===== src/rtl/pac_defs.svh =====
// register offsets, reset values and pin constants for the port A pin control block
`ifndef PAC_DEFS_SVH
`define PAC_DEFS_SVH
`define PAC_ADDR_W        3
`define PAC_ADDR_LEVEL    3'h0
`define PAC_ADDR_LATCH    3'h1
`define PAC_ADDR_DIR      3'h2
`define PAC_ADDR_ANALOG_PIN_SELECT    3'h3
`define PAC_ADDR_OSC      3'h4
`define PAC_RST_LATCH     8'h00
`define PAC_RST_DIR       8'hFF
`define PAC_RST_ANALOG_PIN_SELECT     8'h1F
`define PAC_RST_OSC       2'h0
`define PAC_RST_DIV       2'h0
`define PAC_ZERO8         8'h00
`define PAC_ALL8          8'hFF
`define PAC_OSC_PINS      8'hC0
`define PAC_CYCLE_CLOCK_OUT_PIN      3'h6
`define PAC_XTAL_IN_PIN   3'h7
`define PAC_TMR0_PIN      3'h4
`define PAC_TMR1_PIN      3'h5
`define PAC_DIV_STEP      2'h1
`define PAC_CYCLE_CLOCK_OUT_BIT      1
`endif


===== src/rtl/pac_pkg.sv =====
// types and shared decode for the port A pin control block
package pac_pkg;
    typedef enum logic [1:0] {
        PAC_OSC_INT_IO   = 2'b00,
        PAC_OSC_INT_CYCLE_CLOCK_OUT = 2'b01,
        PAC_OSC_EXT_CLK  = 2'b10,
        PAC_OSC_EXT_XTAL = 2'b11
    } pac_osc_e;

    typedef struct packed {
        logic [7:0] latch;
        logic [7:0] dir;
        logic [7:0] analog_pin_select;
        pac_osc_e   osc;
        logic [1:0] div;
        logic [7:0] rdata;
        logic [7:0] pad_out;
        logic [7:0] pad_oe;
        logic [7:0] ana_en;
        logic       tmr0;
        logic       tmr1;
        logic       tmr3g;
    } pac_state_s;

    // channels 0..3 sit on pins 0..3, channel 4 on pin 5; pin 4 has no analog use
    function automatic logic [7:0] pac_analog_pins(input logic [7:0] analog_pin_select);
        pac_analog_pins = {2'b00, analog_pin_select[4], 1'b0, analog_pin_select[3:0]};
    endfunction : pac_analog_pins

    // oscillator_pin_config: set for either external oscillator mode
    function automatic logic pac_osc_pin_cfg(input pac_osc_e osc);
        pac_osc_pin_cfg = osc[1];
    endfunction : pac_osc_pin_cfg
endpackage : pac_pkg


===== src/rtl/pac_mux_if.sv =====
// carrier between the register core and the pin multiplexer
`timescale 1ns/1ps
`default_nettype none
interface pac_mux_if;
    import pac_pkg::*;
    logic [7:0] latch;
    logic [7:0] dir;
    logic [7:0] analog_pin_select;
    pac_osc_e   osc;
    logic       cycle_clock_out;
    logic [7:0] pad_in;
    logic [7:0] pad_out;
    logic [7:0] pad_oe;
    logic [7:0] level;
    logic [7:0] pin_en;
    logic [7:0] ana;
    modport ctl (output latch, dir, analog_pin_select, osc, cycle_clock_out, pad_in, input pad_out, pad_oe, level, pin_en, ana);
    modport mux (input latch, dir, analog_pin_select, osc, cycle_clock_out, pad_in, output pad_out, pad_oe, level, pin_en, ana);
endinterface : pac_mux_if
`default_nettype wire


===== src/rtl/pac_pin_mux.sv =====
// combinational pin multiplexer: drive, enable and input gating per pin
`timescale 1ns/1ps
`default_nettype none
`include "pac_defs.svh"
module pac_pin_mux (
    pac_mux_if.mux m
);
    import pac_pkg::*;

    logic cycle_clock_out_mode;

    always_comb
    begin
        case (m.osc)
            PAC_OSC_INT_IO:   cycle_clock_out_mode = 1'b0;
            PAC_OSC_INT_CYCLE_CLOCK_OUT: cycle_clock_out_mode = 1'b1;
            PAC_OSC_EXT_CLK:  cycle_clock_out_mode = 1'b1;
            PAC_OSC_EXT_XTAL: cycle_clock_out_mode = 1'b0;
            default:          cycle_clock_out_mode = 1'b0;
        endcase
    end

    always_comb
    begin
        m.pin_en = `PAC_ALL8;
        if (pac_osc_pin_cfg(m.osc))
        begin
            m.pin_en = ~`PAC_OSC_PINS;
        end
        if (cycle_clock_out_mode)
        begin
            m.pin_en[`PAC_CYCLE_CLOCK_OUT_PIN] = 1'b0;
        end
        m.ana    = pac_analog_pins(m.analog_pin_select);
        // drive ignores analog select entirely
        m.pad_out = m.latch & m.pin_en;
        m.pad_oe  = ~m.dir & m.pin_en;                     // see
        if (cycle_clock_out_mode)
        begin
            m.pad_out[`PAC_CYCLE_CLOCK_OUT_PIN] = m.cycle_clock_out;
            m.pad_oe[`PAC_CYCLE_CLOCK_OUT_PIN]  = 1'b1;
        end
        // analog or oscillator-owned pins read as zero
        m.level = m.pad_in & ~m.ana & m.pin_en;            // see see
    end
endmodule : pac_pin_mux
`default_nettype wire


===== src/rtl/pac_port_a.sv =====
// port A pin control: registers, pin drive, readback and shared peripheral inputs
//
// Notes on behaviour
// direction 0 drives the pin from its latch; analog select never alters it
// direction 1 shows the pin level on read; analog pins read no digital level
// after reset pins 0-3 and 5 are analog channels; drive path unaffected
// after reset pin 4 is a digital input with no analog function
// timer clock and gate inputs on pins 4 and 5 follow the pin, ignoring direction
// external oscillator configuration disables digital input and output of pins 6 and 7; in external clock mode pin 6 still drives the cycle clock
// in clock-out modes pin 6 carries the oscillator clock divided by four
// bits 6 and 7 exist only when the oscillator mode frees those pins
// on any reset pins 0-3 and 5 are analog and read zero
// software keeps direction set on pins used as analog inputs
// internal oscillator mode makes pins 6 and 7 ordinary digital I/O; in PAC_OSC_INT_CYCLE_CLOCK_OUT pin 6 carries the cycle clock instead
// port or latch writes update the latch; latch reads return latch contents
`timescale 1ns/1ps
`default_nettype none
`include "pac_defs.svh"
module pac_port_a (
    input  wire logic                   ref_clk_i,
    input  wire logic                   rst_i,
    input  wire logic                   ce_i,
    input  wire logic [`PAC_ADDR_W-1:0] addr_i,
    input  wire logic [7:0]             wdata_i,
    input  wire logic                   wr_i,
    input  wire logic                   rd_i,
    output logic      [7:0]             rdata_o,
    input  wire logic [7:0]             pad_in_i,
    output logic      [7:0]             pad_out_o,
    output logic      [7:0]             pad_oe_o,
    output logic      [7:0]             analog_en_o,
    output var pac_pkg::pac_osc_e       osc_mode_o,
    output logic                        timer_zero_clock_in_o,
    output logic                        timer_one_clock_in_o,
    output logic                        timer_three_gate_in_o
);
    import pac_pkg::*;

    pac_state_s st_reg;
    pac_state_s st_next;
    pac_mux_if  mx ();

    pac_pin_mux u_mux (
        .m (mx.mux)
    );

    assign mx.latch  = st_reg.latch;
    assign mx.dir    = st_reg.dir;
    assign mx.analog_pin_select  = st_reg.analog_pin_select;
    assign mx.osc    = st_reg.osc;
    assign mx.cycle_clock_out   = st_reg.div[`PAC_CYCLE_CLOCK_OUT_BIT];
    assign mx.pad_in = pad_in_i;

    // merge a write into a register, leaving oscillator-owned bits untouched
    function automatic logic [7:0] pac_merge(input logic [7:0] old_v, input logic [7:0] new_v,
                                             input logic [7:0] en);
        pac_merge = (new_v & en) | (old_v & ~en);
    endfunction : pac_merge

    always_comb
    begin
        st_next     = st_reg;
        st_next.div = st_reg.div + `PAC_DIV_STEP;
        if (wr_i)
        begin
            case (addr_i)
                `PAC_ADDR_LEVEL: st_next.latch = pac_merge(st_reg.latch, wdata_i, mx.pin_en); // see
                `PAC_ADDR_LATCH: st_next.latch = pac_merge(st_reg.latch, wdata_i, mx.pin_en); // see
                `PAC_ADDR_DIR:   st_next.dir   = pac_merge(st_reg.dir, wdata_i, mx.pin_en);
                `PAC_ADDR_ANALOG_PIN_SELECT: st_next.analog_pin_select = wdata_i;
                `PAC_ADDR_OSC:   st_next.osc   = pac_osc_e'(wdata_i[1:0]);
                default:         st_next.analog_pin_select = st_reg.analog_pin_select;
            endcase
        end
        st_next.rdata = `PAC_ZERO8;
        if (rd_i)
        begin
            case (addr_i)
                `PAC_ADDR_LEVEL: st_next.rdata = mx.level;                    // see
                `PAC_ADDR_LATCH: st_next.rdata = st_reg.latch & mx.pin_en;    // see
                `PAC_ADDR_DIR:   st_next.rdata = st_reg.dir & mx.pin_en;
                `PAC_ADDR_ANALOG_PIN_SELECT: st_next.rdata = st_reg.analog_pin_select;
                `PAC_ADDR_OSC:   st_next.rdata = {6'h00, st_reg.osc};
                default:         st_next.rdata = `PAC_ZERO8;
            endcase
        end
        st_next.pad_out = mx.pad_out;
        st_next.pad_oe  = mx.pad_oe;                        // see
        st_next.ana_en  = mx.ana;
        // timer inputs tap the raw pad, so direction has no say
        st_next.tmr0    = pad_in_i[`PAC_TMR0_PIN];
        st_next.tmr1    = pad_in_i[`PAC_TMR1_PIN];
        st_next.tmr3g   = pad_in_i[`PAC_TMR1_PIN];
    end

    always_ff @(posedge ref_clk_i or posedge rst_i)
    begin
        if (rst_i)
        begin
            st_reg.latch   <= `PAC_RST_LATCH;
            // all inputs at reset, as analog use expects
            st_reg.dir     <= `PAC_RST_DIR;
            st_reg.analog_pin_select   <= `PAC_RST_ANALOG_PIN_SELECT;               // see
            st_reg.osc     <= pac_osc_e'(`PAC_RST_OSC);
            st_reg.div     <= `PAC_RST_DIV;
            st_reg.rdata   <= `PAC_ZERO8;
            st_reg.pad_out <= `PAC_ZERO8;
            st_reg.pad_oe  <= `PAC_ZERO8;
            st_reg.ana_en  <= `PAC_ZERO8;
            st_reg.tmr0    <= 1'b0;
            st_reg.tmr1    <= 1'b0;
            st_reg.tmr3g   <= 1'b0;
        end
        else if (ce_i)
        begin
            st_reg <= st_next;
        end
    end

    assign rdata_o               = st_reg.rdata;
    assign pad_out_o             = st_reg.pad_out;
    assign pad_oe_o              = st_reg.pad_oe;
    assign analog_en_o           = st_reg.ana_en;
    assign osc_mode_o            = st_reg.osc;
    assign timer_zero_clock_in_o = st_reg.tmr0;
    assign timer_one_clock_in_o  = st_reg.tmr1;
    assign timer_three_gate_in_o = st_reg.tmr3g;

    // helpers for the checks below
    logic cycle_clock_out_mode;
    assign cycle_clock_out_mode = (st_reg.osc == PAC_OSC_INT_CYCLE_CLOCK_OUT) || (st_reg.osc == PAC_OSC_EXT_CLK);
endmodule : pac_port_a
`default_nettype wire


===== config.mk =====
export PLATFORM = sky130hd
export DESIGN_NAME = pac_port_a
export DESIGN_NICKNAME = d
export VERILOG_FILES = /design/src/rtl/pac_pkg.sv /design/src/rtl/pac_mux_if.sv /design/src/rtl/pac_pin_mux.sv /design/src/rtl/pac_port_a.sv
export VERILOG_INCLUDE_DIRS = /design/src /design/src/rtl
export SDC_FILE = /design/constraint.sdc
export NUM_CORES = 1
export LEC_CHECK = 0
export BUFFER_PORTS_ARGS = -buffer_cell sky130_fd_sc_hd__buf_2
export CAP_MARGIN = 20
export CORE_ASPECT_RATIO = 1.2
export CORE_UTILIZATION = 44
export DETAILED_ROUTE_END_ITERATION = 16
export MAX_ROUTING_LAYER = met4
export PLACE_DENSITY = 0.66
export RECOVER_POWER = 100
export SYNTH_ARGS = -nofsm -noshare
export SYNTH_HDL_FRONTEND = slang
export SYNTH_SLANG_ARGS = --single-unit

===== constraint.sdc =====
create_clock -name ref_clk_i -period 2 [get_ports ref_clk_i]
set_input_delay 0.2 -clock ref_clk_i [delete_from_list [all_inputs] [get_ports ref_clk_i]]
set_output_delay 0.2 -clock ref_clk_i [all_outputs]
set_load 0.1 [all_outputs]

-- Word level (Yosys, flattened, before mapping)
Cells that the tools add are included.
- multiplexer cells: 7
- reductions and logical operators: 9
- add/sub/neg operators: 1
- equal/unequal tests: 7
- bitwise logic cells: 13
- operators by type and width (cell ; number):
    bitwise AND 8 bit ; 8
    one-hot mux 8 bit (5 select lines) ; 1
    two-way mux 8 bit ; 2
    NOT 8 bit ; 2
    bitwise OR 8 bit ; 2
    AND reduction 3 bit ; 4
    NOT 6 -> 8 bit ; 1
    equality test 3 x 2 -> 1 bit (second input constant) ; 2
    OR reduction 2 bit ; 3
    equality test 2 bit (second input constant) ; 2
    equality test 3 x 1 -> 1 bit (second input constant) ; 1
    equality test 3 bit (second input constant) ; 1
    zero test 3 bit ; 1
    two-way mux 1 bit ; 3
    adder 2 x 1 -> 2 bit (second input constant) ; 1
    equality test 2 x 1 -> 1 bit (second input constant) ; 1
    zero test 2 bit ; 1
    one-hot mux 1 bit (2 select lines) ; 1
- bits in registers: 59
- bits of input ports: 24
- logic and storage cells: 48

-- Logic depth before layout (Yosys ltp)
- depth in word-level cells: 7
- mapped depth: 5
- mapped depth without buffers: 5

-- Modules after synthesis
From an unflattened synthesis, not the netlist that was laid out.
- cell total of the unflattened synthesis: 282
- area total of the unflattened synthesis: 3303.2 µm²
- by module, submodules not included (module ; seq. area each (µm²) ; area each (µm²) ; cells an instance ; instances):
    pac_port_a ; 1567.8 ; 3005.4 ; 235 ; 1
    pac_pin_mux ; 0.0 ; 297.8 ; 47 ; 1

-- Worst setup path before layout
No wires, ideal clock.
- path type: register to output
- start point: reg st_reg, in the netlist timer_three_gate_in_o
- end point: out timer_three_gate_in_o
- arrival: 1.337 ns
- stages on the path, launching flop included: 2
- path slack: 0.463 ns
- path through: dfrtp_1 buf_4
- RTL lines (what ; RTL line ; source):
    start: declaration ; pac_port_a.sv:39 ; pac_state_s st_reg;
    start signal: assignment ; pac_port_a.sv:116 ; st_reg <= st_next;
    end: declaration ; pac_port_a.sv:35 ; output logic timer_three_gate_in_o
No word-level cell between the ends.

-- Worst setup path after layout
- start point: reg st_reg, in the netlist pad_oe_o[7]
- end point: out pad_oe_o[7]
- RTL lines (what ; RTL line ; source):
    end: declaration ; pac_port_a.sv:30 ; output logic [7:0] pad_oe_o,
No word-level cell between the ends.

==> summary.md <==
| Metric | Value |
|---|---|
| # DRC | `0` |
| Largest net degree at the start of global routing | `60` |
| Hold Fails Final Rpt | `0` |
| Critical Path, Cell by Cell | `clkbuf_1` |
| Crit path depth | `1` |
| Rows | `32` |
| RSZ-0062 raised after global routing | `false` |
| Status | `completed` |
| Fill cells | `between 600 and 700` |
| Synth Cell Area | `2950 um2` |
| Clk slew on worst S/H paths | `about 0.070 ns` |
| CP startpoint kind | `flip-flop` |
| Final Skew | `0.00970 ns` |
| CP Buf/Inv Count | `1` |
| Post-synthesis sequential area ratio | `0.507` |
| CP Capture Point | `pad_oe_o[7]` |
| DR WL/cell | `15.9 um` |
| FF-to-FF setup slack | `0.45 ns` |
| Worst path max stage delay | `0.86 ns` |
| Final Setup Violations | `0` |
| Number of DRC markers in iteration 0 | `76` |
| Skew-Pair Late Insertion Delay | `0.34 ns` |
| Starting Density | `0.457` |
| Crit path kind | `reg2out` |
| CTS sink count | `59` |
| Design Power | `4.30 mW` |
| Fin nets | `300` |
| Crit path arrival time | `1.56 ns` |
| Sequential cell area | `1490 um2` |
| Fin crit share | `0.879` |
| Clock Path Buffers | `2` |
| Total iterations of the first detailed-routing run | `4` |
| GPL Wtd Cong | `0.783` |
| Synth cell types | `between 40 and 50` |
| Die height | `91.6 um` |
| HP Start | `wdata_i[3]` |
| Detail Route Antenna Nets | `0` |
| CP max stage cell | `clkbuf_1` |
| Area growth syn-to-layout | `8.67%` |
| H-tree depth | `3` |
| Fmax | `~0.57 GHz` |
| Ports | `61` |
| Period minus WS final | `between 1.5 and 2 ns` |
| Hold WS | `approximately 0.11 ns` |
| Worst Path Required | `1.80 ns` |
| Total CTS buffers | `9` |
| VDD IR max | `~0.57 mV` |
| CTS tree | `yes` |
| Average cell area after synthesis | `12.0 um2` |
| Die area | `7030 um2` |
| Rel. slew slack | `0.229` |
| Worst slew pin tran | `around 1.2 ns` |
| Power per Cell Area | `1340 nW/um2` |
| Setup crit end kind | `output port` |
| Hpwl dp | `4.05 mm` |
| Setup_tns | `0 ns` |
| Global route overflow | `0` |
| Vias per std cell | `5.02` |
| Root Driver | `clkbuf_8` |
| Flops & latches, synth | `59` |
| Initial antenna violation count | `0` |
| Slew Limit Fails | `0` |
| Worst r2r src | `osc_mode_o[1]$_DFFE_PP0P_` |
| Share of cells above drive strength 1 | `0.421` |
| Worst Setup SP | `pad_oe_o[7]$_DFFE_PP0P_` |
| Gr usage total | `0.187` |
| Core area | `6450 um2` |
| Hold Crit Depth | `2` |
| Gate count of the mapped netlist | `245` |
| Type of the most critical hold path | `in2reg` |
| # diodes | `0` |
| Max cap viols | `0` |
| R2R depth | `4` |
| Number of I/O port buffers | `57` |
| YS warnings | `0` |
| Total number of vias | `1834` |
| Total wire length | `slightly below 6 mm` |
| Leak pwr | `1.45 nW` |
| Vias in the first global route | `1816` |
| Multi-input gate area | `between 1000 and 1500 um2` |
| CP max FO | `2` |
| Global-route wire length before repair | `9.36 mm` |
| Family with the most delay on the worst path | `buffers and inverters` |
| Post-CTS Setup Inserts | `0` |
| Chip width | `76.7 um` |
[how the worst min path moves through the flow]
stage	to	slack [ns]
after floorplan	mx.analog_pin_select[0]$_DFFE_PP1P_	0.35
after global placement	pad_out_o[4]$_DFFE_PP0P_	0.28
after detailed placement	analog_en_o[5]$_DFFE_PP0P_	0.28
after CTS	timer_three_gate_in_o$_DFFE_PP0P_	0.1
after global routing	mx.analog_pin_select[3]$_DFFE_PP1P_	0.11
final	mx.analog_pin_select[3]$_DFFE_PP1P_	0.11
[metal layers]
layer	routed length, um	global-route usage
met5	0	-
met4	187	0.115
met3	226	0.0468
met2	2790	0.274
met1	2610	0.231
[what timing repair did]
item	CTS	global route
hold buffers	1	0
gates resized for setup	0	0
endpoints found under the hold margin	46	0
[cells in the mapped netlist]
master	n	share of area
nand2b_1	2	0.0042
nand4b_2	1	0.0051
a31oi_1	5	0.011
mux2_4	8	0.041
mux4_2	1	0.0076
buf_6	1	0.0038
or3b_2	1	0.0030
o211a_1	1	0.0034
ha_1	1	0.0042
nor3b_1	4	0.010
conb_1	1	0.0013
o21ai_0	9	0.015
a211oi_1	1	0.0025
xor2_1	1	0.0030
nor3_1	1	0.0017
nor4bb_1	1	0.0034
a21oi_1	9	0.015
buf_2	6	0.010
nand3_1	1	0.0017
mux2i_1	4	0.014
nand2_1	13	0.017
dfrtp_1	46	0.39
nand3b_1	1	0.0025
and2_1	2	0.0042
or2_1	1	0.0021
o2bb2ai_1	3	0.0089
o31ai_1	1	0.0025
dfstp_2	13	0.12
nor2_1	7	0.0089
clkbuf_1	2	0.0025
inv_1	7	0.0089
nand4b_1	1	0.0030
a221o_1	2	0.0068
mux2_2	34	0.13
xnor2_1	1	0.0030
buf_4	38	0.097
and3_1	2	0.0042
a22o_1	1	0.0030
nor2b_1	6	0.013
a31o_2	3	0.0089
or2_2	1	0.0021
and4bb_2	1	0.0042
[final cells by class]
| class | instances | area share |
|---|---|---|
| clock buffers | 14 | 0.0508 |
| clock inverters | 2 | 0.00313 |
| inverters | 7 | 0.00821 |
| multi-input cells | 134 | 0.335 |
| flip-flops and latches | 59 | 0.466 |
| well taps | 85 | 0.0332 |
| repair buffers | 64 | 0.103 |
[where the power goes]
part | leakage (nW) | switching, mW | internal [mW] | total (mW)
registers | 0.700 | 0.195 | 1.51 | 1.70
logic | 0.664 | 1.27 | 0.356 | 1.62
clock network | 0.0905 | 0.455 | 0.515 | 0.969
total | 1.45 | 1.92 | 2.38 | 4.30
[cell usage in the layout, fill, tap and decap left out, types with 2 or more instances in the layout]
| cell | netlist | layout |
|---|---|---|
| dfrtp_1 | 46 | 46 |
| mux2_2 | 34 | 34 |
| clkbuf_2 | 0 | 26 |
| buf_2 | 6 | 21 |
| clkbuf_1 | 2 | 16 |
| nand2_1 | 13 | 13 |
| dfstp_2 | 13 | 13 |
| clkbuf_8 | 0 | 11 |
| o21ai_0 | 9 | 9 |
| a21oi_1 | 9 | 9 |
| inv_1 | 7 | 7 |
| nor2_1 | 7 | 7 |
| mux2_1 | 0 | 7 |
| nor2b_1 | 6 | 6 |
| a31oi_1 | 5 | 5 |
| nor3b_1 | 4 | 4 |
| mux2i_1 | 4 | 4 |
| a31o_2 | 3 | 3 |
| o2bb2ai_1 | 3 | 3 |
| conb_1 | 1 | 3 |
| and3_1 | 2 | 2 |
| nand2b_1 | 2 | 2 |
| and2_1 | 2 | 2 |
| a221o_1 | 2 | 2 |
| clkinv_2 | 0 | 2 |
| buf_4 | 38 | 2 |
[metrics by stage]
| stage | utilization | worst slack (ns) | cell area [um2] | cells |
|---|---|---|---|---|
| floorplan | - | 0.365 | 2950 | 247 |
| global placement | 0.476 | 0.419 | 3070 | 348 |
| detailed placement | 0.476 | 0.393 | 3070 | 348 |
| CTS | 0.504 | 0.452 | 3250 | 365 |
| global route | 0.497 | 0.185 | 3200 | 365 |
| finish | 0.497 | 0.242 | 3200 | 365 |
[cell families (layout without fill, tap and decap cells)]
| family | after synthesis | in the layout | share of synthesized area |
|---|---|---|---|
| compound gates | 35 | 35 | 0.0773 |
| flops | 59 | 59 | 0.507 |
| xor+xnor | 2 | 2 | 0.00595 |
| fa+ha+maj | 1 | 1 | 0.00425 |
| other cells | 1 | 3 | 0.00127 |
| buf+inv | 54 | 87 | 0.122 |
| simple gates | 46 | 46 | 0.0901 |
| mux | 47 | 47 | 0.192 |
Note: power is estimated with default switching activity, not from simulation.
